==> src/adc_burst_pkg.sv <==
// Constants, types and helper functions for the burst sequencer.
// Assumes a single 200 MHz reference clock drives every consumer.
`default_nettype none
package adc_burst_pkg;
    // -----------------------------------------------------------
    // Register map
    // -----------------------------------------------------------
    localparam logic [7:0] PAGE_CFG = 8'h0F;
    localparam logic [7:0] PAGE_DATA = 8'h00;
    localparam logic [7:0] PWR_ADDR = 8'hBA;
    localparam logic [7:0] TRK_ADDR = 8'hBD;
    localparam logic [7:0] RES_ADDR = 8'hBE;
    localparam logic [3:0] PWR_RESET = 4'hF;
    localparam logic [5:0] TRK_RESET = 6'h16;
    localparam logic [15:0] ACC_RESET = 16'h0000;
    // -----------------------------------------------------------
    // Timing
    // -----------------------------------------------------------
    localparam int REF_CLK_NS = 5;
    localparam int OSC_PERIOD_NS = 50;
    localparam int OSC_DIV = OSC_PERIOD_NS / REF_CLK_NS;
    localparam logic [3:0] OSC_DIV_LAST = 4'(OSC_DIV - 1);
    localparam int PWR_UNIT_NS = 400;
    localparam int PWR_UNIT_TICKS = (PWR_UNIT_NS + OSC_PERIOD_NS - 1) / OSC_PERIOD_NS;
    localparam int TRK_UNIT_NS = 50;
    localparam int TRK_UNIT_TICKS = (TRK_UNIT_NS + OSC_PERIOD_NS - 1) / OSC_PERIOD_NS;
    localparam logic [7:0] TRK_SPAN = 8'h40;
    localparam logic [7:0] EXTRA_TRACK_TICKS = 8'h03;
    // -----------------------------------------------------------
    // Field codes
    // -----------------------------------------------------------
    localparam logic [2:0] SJ_LEFT = 3'h4;
    localparam int LEFT_SHIFT = 6;
    localparam logic [2:0] RPT_MAX_CODE = 3'h5;
    // -----------------------------------------------------------
    // Types
    // -----------------------------------------------------------
    typedef struct packed {
        logic wr;
        logic rd;
        logic [7:0] page;
        logic [7:0] addr;
        logic [7:0] wdata;
    } sfr_req_t;
    typedef struct packed {
        logic converterEnable;
        logic burstModeEnable;
        logic delayedTrackSelect;
        logic [2:0] shiftJustifySelect;
        logic [2:0] repeatCount;
    } ctl_t;
    typedef enum logic [5:0] {
        ST_IDLE = 6'h01,
        ST_POWERUP = 6'h02,
        ST_TRACK = 6'h04,
        ST_EXTRA = 6'h08,
        ST_START = 6'h10,
        ST_CONVERT = 6'h20
    } state_t;
    // -----------------------------------------------------------
    // Functions
    // -----------------------------------------------------------
    function automatic logic [7:0] pwrTicks(input logic [3:0] f);
        return 8'((8'(f) + 8'h01) * PWR_UNIT_TICKS);
    endfunction
    function automatic logic [7:0] trkTicks(input logic [5:0] f);
        return 8'((TRK_SPAN - 8'(f)) * TRK_UNIT_TICKS);
    endfunction
    function automatic logic [6:0] repeatTotal(input logic [2:0] code);
        if (code == 3'h0 || code > RPT_MAX_CODE) begin
            return 7'h01;
        end
        return 7'(7'h01 << (code + 3'h1));
    endfunction
    function automatic logic [15:0] formatAcc(input logic [15:0] a, input logic [2:0] sj);
        if (sj < SJ_LEFT) begin
            return a >> sj;
        end
        if (sj == SJ_LEFT) begin
            return 16'(a << LEFT_SHIFT);
        end
        return a;
    endfunction
endpackage
`default_nettype wire

==> src/adc_burst_timing_result.sv <==
// Burst sequencer, delay timing and result high byte of the converter.
// Assumes the converter core pulses convDone with convResult and that
// startConv and the control bits arrive from logic on ref_clk.
`timescale 1ns/1ps
`default_nettype none
module adc_burst_timing_result (
    // Clock and reset
    input wire logic ref_clk,
    input wire logic rstn,
    // Register port
    input wire adc_burst_pkg::sfr_req_t sfrReq,
    output logic [7:0] sfrRdata,
    // Control bits
    input wire adc_burst_pkg::ctl_t ctl,
    // Converter core
    input wire logic startConv,
    input wire logic convDone,
    input wire logic [9:0] convResult,
    output logic convStart,
    output logic convPowered,
    output logic burstBusy
);
    import adc_burst_pkg::*;

    // -----------------------------------------------------------
    // Storage
    // -----------------------------------------------------------
    logic [3:0] pwrField; // Power-up delay field
    logic [5:0] trkField; // Track delay field
    logic [15:0] acc; // Result accumulator
    state_t state; // Sequencer state
    state_t next_state;
    logic [7:0] dlyCnt; // Oscillator ticks left in a delay
    logic [7:0] elapsed; // Ticks spent in the current state
    logic [6:0] convCount; // Conversions done in this burst
    logic [3:0] divCnt; // Oscillator tick divider
    logic oscTick; // One pulse per 50 ns

    // -----------------------------------------------------------
    // Decoding
    // -----------------------------------------------------------
    // Register selects; the page splits registers sharing an address
    wire logic cfgPage = sfrReq.page == PAGE_CFG;
    wire logic selPwr = cfgPage && sfrReq.addr == PWR_ADDR;
    wire logic selTrk = cfgPage && sfrReq.addr == TRK_ADDR;
    wire logic selRes = sfrReq.page == PAGE_DATA && sfrReq.addr == RES_ADDR;
    // Sequencer helpers
    wire logic [15:0] fmtAcc = formatAcc(acc, ctl.shiftJustifySelect);
    wire logic [6:0] burstTotal = ctl.burstModeEnable ? repeatTotal(ctl.repeatCount) : 7'h01;
    wire logic lastConv = 7'(convCount + 7'h01) >= burstTotal;
    wire logic delayEnd = oscTick && dlyCnt == 8'h01;
    wire logic needPowerup = ctl.burstModeEnable && !ctl.converterEnable;
    wire logic mayStart = startConv && (ctl.burstModeEnable || ctl.converterEnable);
    wire state_t afterDelay = ctl.delayedTrackSelect ? ST_EXTRA : ST_START;
    wire logic entering = next_state != state;
    // Load value for the delay counter on entering a timed state
    wire logic [7:0] loadVal = next_state == ST_POWERUP ? pwrTicks(pwrField) :
        next_state == ST_TRACK ? trkTicks(trkField) : EXTRA_TRACK_TICKS;
    // Burst off: enable alone; burst on: enable, or a burst in flight
    wire logic next_powered = ctl.burstModeEnable ?
        (ctl.converterEnable || state != ST_IDLE) : ctl.converterEnable;
    // Read mux; unused bits come back as zero
    wire logic [7:0] readVal = selPwr ? {4'h0, pwrField} :
        selTrk ? {2'h0, trkField} :
        selRes ? fmtAcc[15:8] : 8'h00;

    // -----------------------------------------------------------
    // Oscillator tick
    // -----------------------------------------------------------
    // Single clock domain, so the 20 MHz timebase is an enable pulse
    always_ff @(posedge ref_clk) begin
        if (!rstn) begin
            divCnt <= 4'h0;
            oscTick <= 1'b0;
        end else begin
            divCnt <= divCnt == OSC_DIV_LAST ? 4'h0 : 4'(divCnt + 4'h1);
            oscTick <= divCnt == OSC_DIV_LAST;
        end
    end

    // -----------------------------------------------------------
    // Sequencer
    // -----------------------------------------------------------
    // Next state; the first conversion never passes through TRACK
    always_comb begin
        next_state = state;
        unique case (state)
            ST_IDLE: begin
                if (mayStart) begin
                    next_state = needPowerup ? ST_POWERUP : afterDelay;
                end
            end
            ST_POWERUP: begin
                if (delayEnd) begin
                    next_state = afterDelay;
                end
            end
            ST_TRACK: begin
                if (delayEnd) begin
                    next_state = afterDelay;
                end
            end
            ST_EXTRA: begin
                if (delayEnd) begin
                    next_state = ST_START;
                end
            end
            ST_START: begin
                next_state = ST_CONVERT;
            end
            ST_CONVERT: begin
                if (convDone) begin
                    next_state = lastConv ? ST_IDLE : ST_TRACK;
                end
            end
            default: begin
                next_state = ST_IDLE;
            end
        endcase
    end

    // State and handshake outputs
    // Outputs are registered so the core sees clean pulses
    always_ff @(posedge ref_clk) begin
        if (!rstn) begin
            state <= ST_IDLE;
            convStart <= 1'b0;
            burstBusy <= 1'b0;
            convPowered <= 1'b0;
        end else begin
            state <= next_state;
            convStart <= next_state == ST_START;
            burstBusy <= next_state != ST_IDLE;
            convPowered <= next_powered;
        end
    end

    // Delay counter and tick bookkeeping
    always_ff @(posedge ref_clk) begin
        if (!rstn) begin
            dlyCnt <= 8'h00;
            elapsed <= 8'h00;
        end else begin
            dlyCnt <= entering ? loadVal : (oscTick ? 8'(dlyCnt - 8'h01) : dlyCnt);
            elapsed <= entering ? 8'h00 : 8'(elapsed + {7'h00, oscTick});
        end
    end

    // Conversion count; cleared whenever the sequencer idles
    always_ff @(posedge ref_clk) begin
        if (!rstn || state == ST_IDLE) begin
            convCount <= 7'h00;
        end else if (state == ST_CONVERT && convDone) begin
            convCount <= 7'(convCount + 7'h01);
        end
    end

    // -----------------------------------------------------------
    // Registers and accumulator
    // -----------------------------------------------------------
    // Only the documented field bits are stored
    always_ff @(posedge ref_clk) begin
        if (!rstn) begin
            pwrField <= PWR_RESET;
            trkField <= TRK_RESET;
        end else if (sfrReq.wr) begin
            if (selPwr) begin
                pwrField <= sfrReq.wdata[3:0];
            end
            if (selTrk) begin
                trkField <= sfrReq.wdata[5:0];
            end
        end
    end

    // First result of a burst replaces, later ones add.
    // A software write in the same cycle wins: it is explicit intent.
    always_ff @(posedge ref_clk) begin
        if (!rstn) begin
            acc <= ACC_RESET;
        end else if (sfrReq.wr && selRes) begin
            acc[15:8] <= sfrReq.wdata;
        end else if (state == ST_CONVERT && convDone) begin
            acc <= convCount == 7'h00 ? {6'h00, convResult} : 16'(acc + {6'h00, convResult});
        end
    end

    // Read data register, updated on a read strobe only
    always_ff @(posedge ref_clk) begin
        if (!rstn) begin
            sfrRdata <= 8'h00;
        end else if (sfrReq.rd) begin
            sfrRdata <= readVal;
        end
    end
endmodule
`default_nettype wire

==> config.mk <==
export PLATFORM = sky130hd
export DESIGN_NAME = adc_burst_timing_result
export DESIGN_NICKNAME = d
export VERILOG_FILES = /design/src/adc_burst_pkg.sv /design/src/adc_burst_timing_result.sv
export SDC_FILE = /design/constraint.sdc
export NUM_CORES = 1
export LEC_CHECK = 0
export BUFFER_PORTS_ARGS = -buffer_cell sky130_fd_sc_hd__buf_2
export CAP_MARGIN = 30
export CORE_MARGIN = 5
export CORE_UTILIZATION = 32
export DETAILED_ROUTE_END_ITERATION = 10
export GPL_TIMING_DRIVEN = 0
export SETUP_SLACK_MARGIN = 0.2
export SLEW_MARGIN = 15
export SYNTH_ARGS = -nofsm -noshare
export SYNTH_HDL_FRONTEND = slang
export SYNTH_SLANG_ARGS = --single-unit
==> constraint.sdc <==
create_clock -name ref_clk -period 5.2 [get_ports ref_clk]
set_input_delay 0.78 -clock ref_clk [delete_from_list [all_inputs] [get_ports ref_clk]]
set_output_delay 0.78 -clock ref_clk [all_outputs]
set_load 0.05 [all_outputs]
==> key figures, run 1 <==
Setup path
  – Crit Path Category: register to register
  – Cells along the critical path: ha_1 > nand3_1 > or2_2 > xnor2_1 > ha_1 > and4_1 > a221o_1 > o21ai_0 > and4b_1 > o221a_2
  – Worst Reg-to-Reg Cells: 10
  – Slowest-stage cell, CP: dfxtp_1
  – Max incr delay on CP: 0.43 ns
  – Worst Setup Start Kind: register
  – Critical path required time: 5.48 ns
  – CP bufs+invs: 0
  – Reg-to-reg startpoint: convCount[0]$_SDFFE_PP0P_
  – Top Family by Delay on Critical Path: simple AND/OR/NAND/NOR gates
  – CP dominant cell by count: ha_1
  – Worst Path Arrival: 3.38 ns
  – Crit end category: register
  – Internal reg-to-reg setup slack: 2.10 ns
  – Reg-to-Reg End: dlyCnt[6]$_SDFFE_PN0P_
  – Critical Path Fanout Max: 5

Power
  – Static leakage: 2.082 nW
  – Pwr Density: 238.7 nW/um2
  – Peak supply drop: 0.1631 mV
  – Tot Pwr: 0.001234 W

CTS
  – H-tree depth: 3
  – Root Buffer: clkbuf_16
  – Hold_buf cts: 0
  – Worst-Skew Late Latency: 0.34 ns
  – CTS Buf Count: 9
  – TritonCTS Sinks: 63
  – # Post-CTS Setup Buffers: 0
  – Clock slew at reported path FFs: 0.05 ns
  – TritonCTS clock tree: built
  – Resize count post-CTS: 0
  – CTS max path bufs: 2

Timing
  – Unrepaired setup endpoints after global routing: no
  – Setup violations, final: 0
  – Slew @ Worst Pin: 0.8488 ns
  – Final Cycle Share: 59.55%
  – Fmax achieved: 322.9 MHz
  – Worst Clk Skew: 0.006429 ns
  – Tmin final: 3.097 ns
  – Final Hold Fails: 0
  – Setup TNS: 0 ns
  – Max-Slew Margin vs Limit: 41.95%
  – Slew Viols, Final: 0

Drt
  – Wirelength, routed: 12.41 mm
  – Vias: 4453
  – Via density: 5.484
  – Wirelength per Cell: 15.28 um
  – First DRT Iteration DRCs: 295
  – Residual DRC count: 0
  – Antenna Violating Nets Remaining: 0
  – Pre-antenna DRT Iters: 7

Cells and area
  – Register area: 1261 um2
  – N_diodes: 0
  – Area delta synth->final: 17.82%
  – Most common cell after layout, fill and taps aside: nand2_1
  – Layout cells sized above 1: 14.31%
  – Area of the multi-input gates: 2925 um2
  – Final nets: 709
  – Most frequent cells in the layout: 66 x nand2_1, 63 x dfxtp_1, 59 x buf_2
  – Filler instances: 1403

Global route
  – Initial antenna violation count: 1
  – GRT overflow: 0
  – GRT Total Usage: 15.59%
  – Vias in the first global route: 4304
  – Largest net degree at the start of global routing: 11
  – First-pass GRT wire length: 20.68 mm

Hold path
  – Min-delay src: sfrRdata[6]$_SDFFE_PN0P_
  – Hold Path Cell Cnt: 2
  – Worst Hold Endpoint: sfrRdata[6]$_SDFFE_PN0P_
  – Worst min-delay path class: register to register

Synth
  – Mapped cell area: 4389 um2
  – Flops & latches, synth: 63
  – Yosys cell types: 68
  – Seq/Total Area, Yosys: 28.73%
  – Number of flops mapped to enable cells by yosys: 0
  – Syn_nets: 640
  – Syn avg cell area: 7.769 um2
  – Ys Warns: 0
  – Mapped Cells: 565
  – Most used DFF post-synth: dfxtp_1
  – Fraction of registers with async set/reset: 0%

Place
  – RePlAce Congestion: 0.8583
  – Hpwl dp: 9.557 mm
  – PortBufs: 58

Die
  – Std-Cell Rows: 42
  – Core Box Area: 13350 um2
  – Die width: 127.1 um
  – Die height: 127.1 um
  – Die ar.: 16160 um2
  – Starting Density: 32.88%
  – IO Pins: 60

Run
  – Max-cap violations: 0

Outcome
  – Run status: finished, final reports clean
## tightest hold or removal path, stage by stage (launching register included)
cell      delay (ns)
dfxtp_1         0.30
nand2b_1        0.06
a21oi_1         0.05
## cell families (layout without fill, tap and decap cells)
group | after synthesis | count (layout) | synth area share [%]
AOI/OAI and AO/OA | 150 | 150 | 21.75
adders and majority gates | 26 | 26 | 7.583
and+or+nand+nor | 238 | 238 | 28.68
other | 1 | 1 | 0.08544
xor gates and xnor gates | 30 | 30 | 5.986
DFF | 63 | 63 | 28.73
muxes | 10 | 10 | 2.566
buffers and inverters | 47 | 118 | 4.618
## state kept, by name, indices dropped and copies added (netlist names)
register     cells
pwrField         4
dlyCnt           8
convStart        1
divCnt           4
sfrRdata         8
convPowered      1
state            6
trkField         6
burstBusy        1
oscTick          1
convCount        7
acc             16
## area by class of cell
| class | instances | share of cell area (%) |
|---|---|---|
| well taps | 176 | 4.258 |
| multi-input cells | 455 | 56.57 |
| plain buffers | 26 | 2.395 |
| flip-flops and latches | 63 | 24.39 |
| inverters | 21 | 1.524 |
| repair buffers | 58 | 5.613 |
| clock buffers | 12 | 5.154 |
| clock inverters | 1 | 0.09678 |
## through the flow
step | setup WS [ns] | hold WS [ns] | utilization [%] | instances | area [um2]
2_1_floorplan | 2.457 | 0.4333 | - | 565 | 4389
3_3_place_gp | 2.033 | 0.4496 | 36.71 | 799 | 4900
3_5_place_dp | 1.990 | 0.4577 | 36.71 | 799 | 4900
4_1_cts | 2.101 | 0.4677 | 38.74 | 812 | 5171
5_1_grt | 1.868 | 0.4942 | 38.74 | 812 | 5171
6_report | 2.103 | 0.4657 | 38.74 | 812 | 5171
## worst max-delay path by stage
stage	start	end	slack [ns]	cells past startpoint
after CTS	convCount[0]$_SDFFE_PP0P_	dlyCnt[6]$_SDFFE_PN0P_	2.10	10
after detailed placement	convResult[0]	acc[14]$_SDFFE_PN0P_	1.99	10
after global routing	convCount[0]$_SDFFE_PP0P_	dlyCnt[4]$_SDFFE_PN0P_	1.87	10
after floorplan	convResult[0]	acc[14]$_SDFFE_PN0P_	2.46	9
after global placement	convResult[0]	acc[14]$_SDFFE_PN0P_	2.03	10
final	convCount[0]$_SDFFE_PP0P_	dlyCnt[6]$_SDFFE_PN0P_	2.10	10
## power by group
group | switching (W) | leakage [nW] | internal, W
sequential | 0.0000103 | 0.511 | 0.000496
combinational | 0.0000991 | 1.43 | 0.0000617
clock | 0.000215 | 0.136 | 0.000352
total | 0.000324 | 2.08 | 0.000910
## cells in the mapped netlist, types with 3 or more instances
cell | count | area (um2)
a31oi_1 | 9 | 56.30
clkbuf_1 | 20 | 75.07
a21oi_1 | 42 | 210.2
nand2_1 | 66 | 247.7
inv_1 | 21 | 78.83
o31ai_1 | 4 | 30.03
nand3_1 | 43 | 215.2
nand4_1 | 4 | 25.02
nand2b_1 | 6 | 37.54
a21o_1 | 4 | 30.03
nand4b_1 | 3 | 26.28
xor2_1 | 11 | 96.34
nor2_1 | 40 | 150.1
nor2b_1 | 13 | 81.33
and3_1 | 5 | 31.28
ha_1 | 25 | 312.8
or2_2 | 5 | 31.28
a211oi_1 | 6 | 45.04
o22ai_1 | 5 | 31.28
a211o_1 | 4 | 35.03
dfxtp_1 | 63 | 1261
or3_1 | 10 | 62.56
nand3b_1 | 4 | 30.03
o21ai_0 | 36 | 180.2
xnor2_1 | 19 | 166.4
mux2i_1 | 9 | 90.09
a311oi_1 | 3 | 26.28
nor4_1 | 5 | 31.28
a22oi_1 | 5 | 37.54
o21a_1 | 4 | 30.03
o311ai_0 | 3 | 26.28
o211ai_1 | 7 | 52.55
and4b_1 | 3 | 30.03
nor3_1 | 15 | 75.07
## layer usage
metal  track usage [%]  part of all wire (%)
met1             19.87                    46
met2             25.19                    47
met3             4.174                   5.8
met4             6.057                   1.9
met5                 0                 0.056
(Power assumes the default switching activity.)
==> inputs of run 2 (changes only) <==
==> constraint.sdc (replaced) <==
create_clock -name ref_clk -period 3.13 [get_ports ref_clk]
set_input_delay 0.4695 -clock ref_clk [delete_from_list [all_inputs] [get_ports ref_clk]]
set_output_delay 0.4695 -clock ref_clk [all_outputs]
set_load 0.05 [all_outputs]
==> run 2 against run 1 <==
  * Register-to-register slack worse by 1.8 ns
  * Setup slack worse by 1.8 ns
  * Combinational power is 66% higher
  * Power is 66% higher
  * Highest routed layer unchanged
==> key figures, run 2 (synthesized netlist as in run 1, its figures left out) <==
Die
  – Die ar.: 16160 um2 (unchanged)
  – Starting Density: 32.88% (unchanged)
  – Core Box Area: 13350 um2 (unchanged)
  – Die width: 127.1 um (unchanged)
  – Die height: 127.1 um (unchanged)
  – IO Pins: 60 (unchanged)
  – Std-Cell Rows: 42 (unchanged)

Timing
  – Tmin final: 2.805 ns (was 3.097 ns)
  – Final Hold Fails: 0 (unchanged)
  – Max-Slew Margin vs Limit: 45.18% (was 41.95%)
  – Final worst slack: 0.3246 ns (was 2.103 ns)
  – Setup TNS: 0 ns (unchanged)
  – Setup violations, final: 0 (unchanged)
  – Fmax achieved: 356.5 MHz (was 322.9 MHz)
  – Final Cycle Share: 89.63% (was 59.55%)
  – Slew @ Worst Pin: 0.8161 ns (was 0.8488 ns)
  – Worst Clk Skew: 0.006887 ns (was 0.006429 ns)
  – Unrepaired setup endpoints after global routing: no (unchanged)
  – Slew Viols, Final: 0 (unchanged)

Global route
  – GRT Total Usage: 15.59% (unchanged)
  – Largest net degree at the start of global routing: 11 (unchanged)
  – First-pass GRT wire length: 20.68 mm (unchanged)
  – Vias in the first global route: 4304 (unchanged)
  – Initial antenna violation count: 1 (unchanged)
  – GRT overflow: 0 (unchanged)

Cells and area
  – Layout cells sized above 1: 15.25% (was 14.31%)
  – Most common cell after layout, fill and taps aside: nand2_1 (unchanged)
  – Top Registers: acc x16, dlyCnt x8, sfrRdata x8 (unchanged)
  – Post-route cell area: 5195 um2 (was 5171 um2)
  – Area delta synth->final: 18.36% (was 17.82%)
  – Final Core Density: 38.92% (was 38.74%)
  – Max FFs per register: 16 (unchanged)
  – Most frequent cells in the layout: 66 x nand2_1, 60 x dfxtp_1, 59 x buf_2 (was 66 x nand2_1, 63 x dfxtp_1, 59 x buf_2)
  – Top reg by flops: acc (unchanged)
  – Final nets: 709 (unchanged)
  – N_diodes: 0 (unchanged)

CTS
  – H-tree depth: 3 (unchanged)
  – Clock slew at reported path FFs: 0.05 ns (about the same)
  – TritonCTS Sinks: 63 (unchanged)
  – TritonCTS clock tree: built (unchanged)
  – Worst-Skew Late Latency: 0.33 ns (was 0.34 ns)
  – CTS Buf Count: 9 (unchanged)
  – Root Buffer: clkbuf_16 (unchanged)
  – CTS max path bufs: 2 (unchanged)

Drt
  – Wirelength, routed: 12.49 mm (was 12.41 mm)
  – Via density: 5.498 (was 5.484)
  – WL met3: 777 um (was 722 um)
  – Pre-antenna DRT Iters: 5 (was 7)
  – Detailed route wirelength on metal2: 5.755 mm (was 5.771 mm)
  – M1 WL: 5.681 mm (was 5.668 mm)
  – Antenna Violating Nets Remaining: 0 (unchanged)
  – Vias: 4464 (was 4453)
  – Residual DRC count: 0 (unchanged)
  – First DRT Iteration DRCs: 277 (was 295)
  – Highest metal used: met5 (unchanged)
  – Wirelength per Cell: 15.38 um (was 15.28 um)

Setup path
  – Crit Path Category: register to register (unchanged)
  – Crit end category: register (unchanged)
  – Critical path required time: 3.33 ns (was 5.48 ns)
  – Slowest-stage cell, CP: dfxtp_4 (was dfxtp_1)
  – Worst Path Arrival: 3.01 ns (was 3.38 ns)
  – Worst Setup Start Kind: register (unchanged)
  – Cells along the critical path: ha_2 > nand3_1 > or2_4 > xnor2_2 > ha_1 > and4_1 > a221o_1 > or2_2 > o211ai_1 > a21oi_1 (was ha_1 > nand3_1 > or2_2 > xnor2_1 > ha_1 > and4_1 > a221o_1 > o21ai_0 > and4b_1 > o221a_2)
  – Max incr delay on CP: 0.38 ns (was 0.43 ns)
  – Critical Path Fanout Max: 5 (unchanged)

Place
  – PortBufs: 58 (unchanged)
  – Post-placement setup slack: 0.05425 ns (was 1.990 ns)
  – Hpwl dp: 9.557 mm (unchanged)
  – Post-Place Cell Area: 4900 um2 (unchanged)
  – RePlAce Congestion: 0.8583 (unchanged)

Power
  – Peak supply drop: 0.2677 mV (was 0.1631 mV)
  – Static leakage: 2.093 nW (was 2.082 nW)
  – Pwr Density: 393.6 nW/um2 (was 238.7 nW/um2)
  – Tot Pwr: 0.002045 W (was 0.001234 W)

Hold path
  – Worst min-delay path class: input pin to register (was register to register)

Outcome
  – Run status: finished, final reports clean (unchanged)

Run
  – Max-cap violations: 0 (unchanged)
run 2: cell counts in the layout (fill, tap and decap cells not counted):
Identical to the previous run, type by type.
run 2: where the power goes:
group / leakage [nW] / switching [W] / internal, W
Combinational: 1.44 / 0.000165 / 0.000102
Sequential: 0.513 / 0.0000172 / 0.000823
Clock: 0.136 / 0.000351 / 0.000585
run 2: per-layer routing:
metal | vias up | track usage (%)
met1 | 2104 | 19.87
met3 | 28 | 4.174
met2 | 132 | 25.19
met5 | - | 0
li1 | 2198 | -
met4 | 2 | 6.057
run 2: stage by stage:
stage	hold slack [ns]	std cells
after floorplan	0.4333	565
after global placement	0.4496	799
after detailed placement	0.4577	799
after CTS	0.3898	812
after global routing	0.4201	812
final	0.3982	812
run 2: timing repair:
item / in CTS / in global routing
endpoints found under the setup margin: 5 / 9
hold buffers: 0 / 0
resized for setup: 2 / 8
buffers inserted: 0 / 0
run 2: worst max-delay path, delay by kind of cell, from the launching register on:
family,cells,cell delay (ns)
fa+ha+maj,2,0.52
simple gates,4,0.99
xor+xnor,1,0.14
compound gates,3,0.64
flops,1,0.38
run 2: cell type report:
cell class / count / area [um2]
fill: 1402 / 8153
multi-input combinational: 455 / 2943
sequential: 63 / 1267
timing repair buffer: 58 / 290.3
clock buffer: 12 / 266.5
tap: 176 / 220.2
buffer: 26 / 123.9
inverter: 21 / 78.83
clock inverter: 1 / 5.005
run 2: final timing paths:
path / from / end / slack, ns / cells past startpoint
max: convCount[0]$_SDFFE_PP0P_ / dlyCnt[1]$_SDFFE_PN0P_ / 0.32 / 10
min: ctl[8] / convPowered$_SDFF_PN0_ / 0.40 / 3
max reg2reg: convCount[0]$_SDFFE_PP0P_ / dlyCnt[1]$_SDFFE_PN0P_ / 0.32 / 10
min reg2reg: sfrRdata[6]$_SDFFE_PN0P_ / sfrRdata[6]$_SDFFE_PN0P_ / 0.47 / 2
==> inputs of run 3 (changes only) <==
--- a/config.mk
+++ b/config.mk
@@ -7,7 +7,7 @@
 export LEC_CHECK = 0
 export BUFFER_PORTS_ARGS = -buffer_cell sky130_fd_sc_hd__buf_2
 export CAP_MARGIN = 30
-export CORE_MARGIN = 5
+export CORE_MARGIN = 2
 export CORE_UTILIZATION = 32
 export DETAILED_ROUTE_END_ITERATION = 10
 export GPL_TIMING_DRIVEN = 0
==> run 3 against run 2 <==
  * Utilization grew 0.83 points
  * First-iteration DRC count shrank 11%
  * Routed wire length down 0.32%
  * Register-to-register slack about the same
  * Largest power group unchanged
  * Highest routed layer is now met4
==> key figures, run 3 (synthesized netlist as in run 1, its figures left out) <==
Outcome
  – Run status: finished, final reports clean (unchanged)

Global route
  – Initial antenna violation count: 0 (was 1)
  – Largest net degree at the start of global routing: 13 (was 11)
  – GRT overflow: 0 (unchanged)
  – GRT Total Usage: 17.11% (was 15.59%)
  – Vias in the first global route: 4150 (was 4304)
  – First-pass GRT wire length: 19.89 mm (was 20.68 mm)

Timing
  – Unrepaired setup endpoints after global routing: yes (was no)
  – Tmin final: 2.799 ns (was 2.805 ns)
  – Setup TNS: 0 ns (unchanged)
  – Slew @ Worst Pin: 0.7901 ns (was 0.8161 ns)
  – Slew Viols, Final: 0 (unchanged)
  – Final Hold Fails: 0 (unchanged)
  – Setup violations, final: 0 (unchanged)
  – Worst Clk Skew: 0.008595 ns (was 0.006887 ns)
  – Fmax achieved: 357.3 MHz (was 356.5 MHz)
  – Max-Slew Margin vs Limit: 46.92% (was 45.18%)
  – Hold_ws: 0.3988 ns (was 0.3982 ns)
  – Final Cycle Share: 89.42% (was 89.63%)

Cells and area
  – Layout cells sized above 1: 15.18% (was 15.25%)
  – Max FFs per register: 16 (unchanged)
  – N_diodes: 0 (unchanged)
  – Top Registers: acc x16, dlyCnt x8, sfrRdata x8 (unchanged)
  – Final nets: 709 (unchanged)
  – Post-route cell area: 5285 um2 (was 5195 um2)
  – Most common cell after layout, fill and taps aside: nand2_1 (unchanged)
  – Filler instances: 1371 (was 1402)
  – Area delta synth->final: 20.41% (was 18.36%)
  – Top reg by flops: acc (unchanged)
  – Register area: 1262 um2 (was 1267 um2)
  – Area of the multi-input gates: 2939 um2 (was 2943 um2)
  – Most frequent cells in the layout: 66 x nand2_1, 62 x dfxtp_1, 59 x buf_2 (was 66 x nand2_1, 60 x dfxtp_1, 59 x buf_2)

Drt
  – Antenna Violating Nets Remaining: 0 (unchanged)
  – Wirelength, routed: 12.45 mm (was 12.49 mm)
  – Wirelength per Cell: 15.27 um (was 15.38 um)
  – Residual DRC count: 0 (unchanged)
  – First DRT Iteration DRCs: 247 (was 277)
  – Pre-antenna DRT Iters: 5 (unchanged)
  – Vias: 4417 (was 4464)
  – Via density: 5.420 (was 5.498)

Setup path
  – Worst Setup Start Kind: register (unchanged)
  – Critical Path Fanout Max: 5 (unchanged)
  – Crit Path Category: register to register (unchanged)
  – Cells along the critical path: ha_2 > nand3_1 > or2_4 > xnor2_2 > ha_1 > and4_1 > a221o_1 > o21ai_1 > and4b_1 > o221a_2 (was ha_2 > nand3_1 > or2_4 > xnor2_2 > ha_1 > and4_1 > a221o_1 > or2_2 > o211ai_1 > a21oi_1)
  – Critical path required time: 3.41 ns (was 3.33 ns)
  – Worst Path Arrival: 3.08 ns (was 3.01 ns)
  – Slowest-stage cell, CP: dfxtp_2 (was dfxtp_4)
  – Crit end category: register (unchanged)
  – CP bufs+invs: 0 (unchanged)
  – Top Family by Delay on Critical Path: simple AND/OR/NAND/NOR gates (unchanged)
  – Max incr delay on CP: 0.38 ns (about the same)

CTS
  – CTS Buf Count: 9 (unchanged)
  – Clock slew at reported path FFs: 0.06 ns (was 0.05 ns)
  – # Post-CTS Setup Buffers: 0 (unchanged)
  – CTS max path bufs: 2 (unchanged)
  – TritonCTS Sinks: 63 (unchanged)
  – H-tree depth: 3 (unchanged)
  – Worst-Skew Late Latency: 0.34 ns (was 0.33 ns)
  – Root Buffer: clkbuf_16 (unchanged)
  – TritonCTS clock tree: built (unchanged)

Place
  – Hpwl dp: 9.465 mm (was 9.557 mm)
  – RePlAce Congestion: 0.8618 (was 0.8583)
  – PortBufs: 58 (unchanged)
  – Post-Place Cell Area: 4900 um2 (unchanged)

Die
  – Std-Cell Rows: 42 (unchanged)
  – Die height: 121.1 um (was 127.1 um)
  – Starting Density: 33.01% (was 32.88%)
  – Die width: 121.1 um (was 127.1 um)
  – IO Pins: 60 (unchanged)
  – Die ar.: 14670 um2 (was 16160 um2)
  – Core Box Area: 13300 um2 (was 13350 um2)

Hold path
  – Worst min-delay path class: input pin to register (unchanged)

Power
  – Static leakage: 2.129 nW (was 2.093 nW)
  – Pwr Density: 448.5 nW/um2 (was 393.6 nW/um2)
  – Peak supply drop: 0.2264 mV (was 0.2677 mV)

Run
  – Max-cap violations: 0 (unchanged)
## run 3: area by class of cell
type	count	share of cell area, %
Buffer	26	2.344
Clock buffer	9	4.261
Clock inverter	7	2.746
Inverter	21	1.491
Multi-Input combinational cell	455	55.61
Sequential cell	63	23.89
Tap cell	176	4.167
Timing Repair Buffer	58	5.492
## run 3: final timing paths
path	to	depth (start not counted)	start	slack, ns
worst max-delay path	dlyCnt[6]$_SDFFE_PN0P_	10	convCount[0]$_SDFFE_PP0P_	0.33
worst min-delay path	convPowered$_SDFF_PN0_	3	ctl[8]	0.40
worst max register to register	dlyCnt[6]$_SDFFE_PN0P_	10	convCount[0]$_SDFFE_PP0P_	0.33
worst min register to register	sfrRdata[7]$_SDFFE_PN0P_	2	sfrRdata[7]$_SDFFE_PN0P_	0.47
## run 3: per-stage QoR
step	utilization [%]	setup slack, ns	total power (W)	cells
after global routing	39.75	0.1947	0.002444	815
final	39.75	0.3312	0.002370	815
after detailed placement	36.85	0.1317	0.001129	799
after global placement	36.85	0.1535	0.001121	799
after CTS	39.64	0.2008	0.002380	815
after floorplan	-	0.4913	0.001031	565
## run 3: power breakdown
part / total, W / switching (W) / leakage, nW / internal (W)
Sequential: 0.000841 / 0.0000173 / 0.512 / 0.000823
Combinational: 0.000271 / 0.000169 / 1.44 / 0.000103
Clock: 0.00126 / 0.000397 / 0.176 / 0.000861
## run 3: timing repair
action	4_1_cts	5_1_grt
pin swaps	0	0
hold buffers	0	0
resized for setup	1	5
setup endpoints to repair	2	9
## run 3: worst register-to-register path, cell delays in order (launching register included)
cell	delay [ns]
dfxtp_2	0.38
ha_2	0.22
nand3_1	0.15
or2_4	0.31
xnor2_2	0.13
ha_1	0.31
and4_1	0.17
a221o_1	0.37
o21ai_1	0.29
and4b_1	0.24
o221a_2	0.18
## run 3: metal layers
metal,wire length (um),vias to the layer above,GRT usage [%]
met4,301,0,6.904
li1,-,2200,-
met2,5745,113,28.16
met3,657,25,3.383
met5,0,-,0
met1,5740,2079,21.88
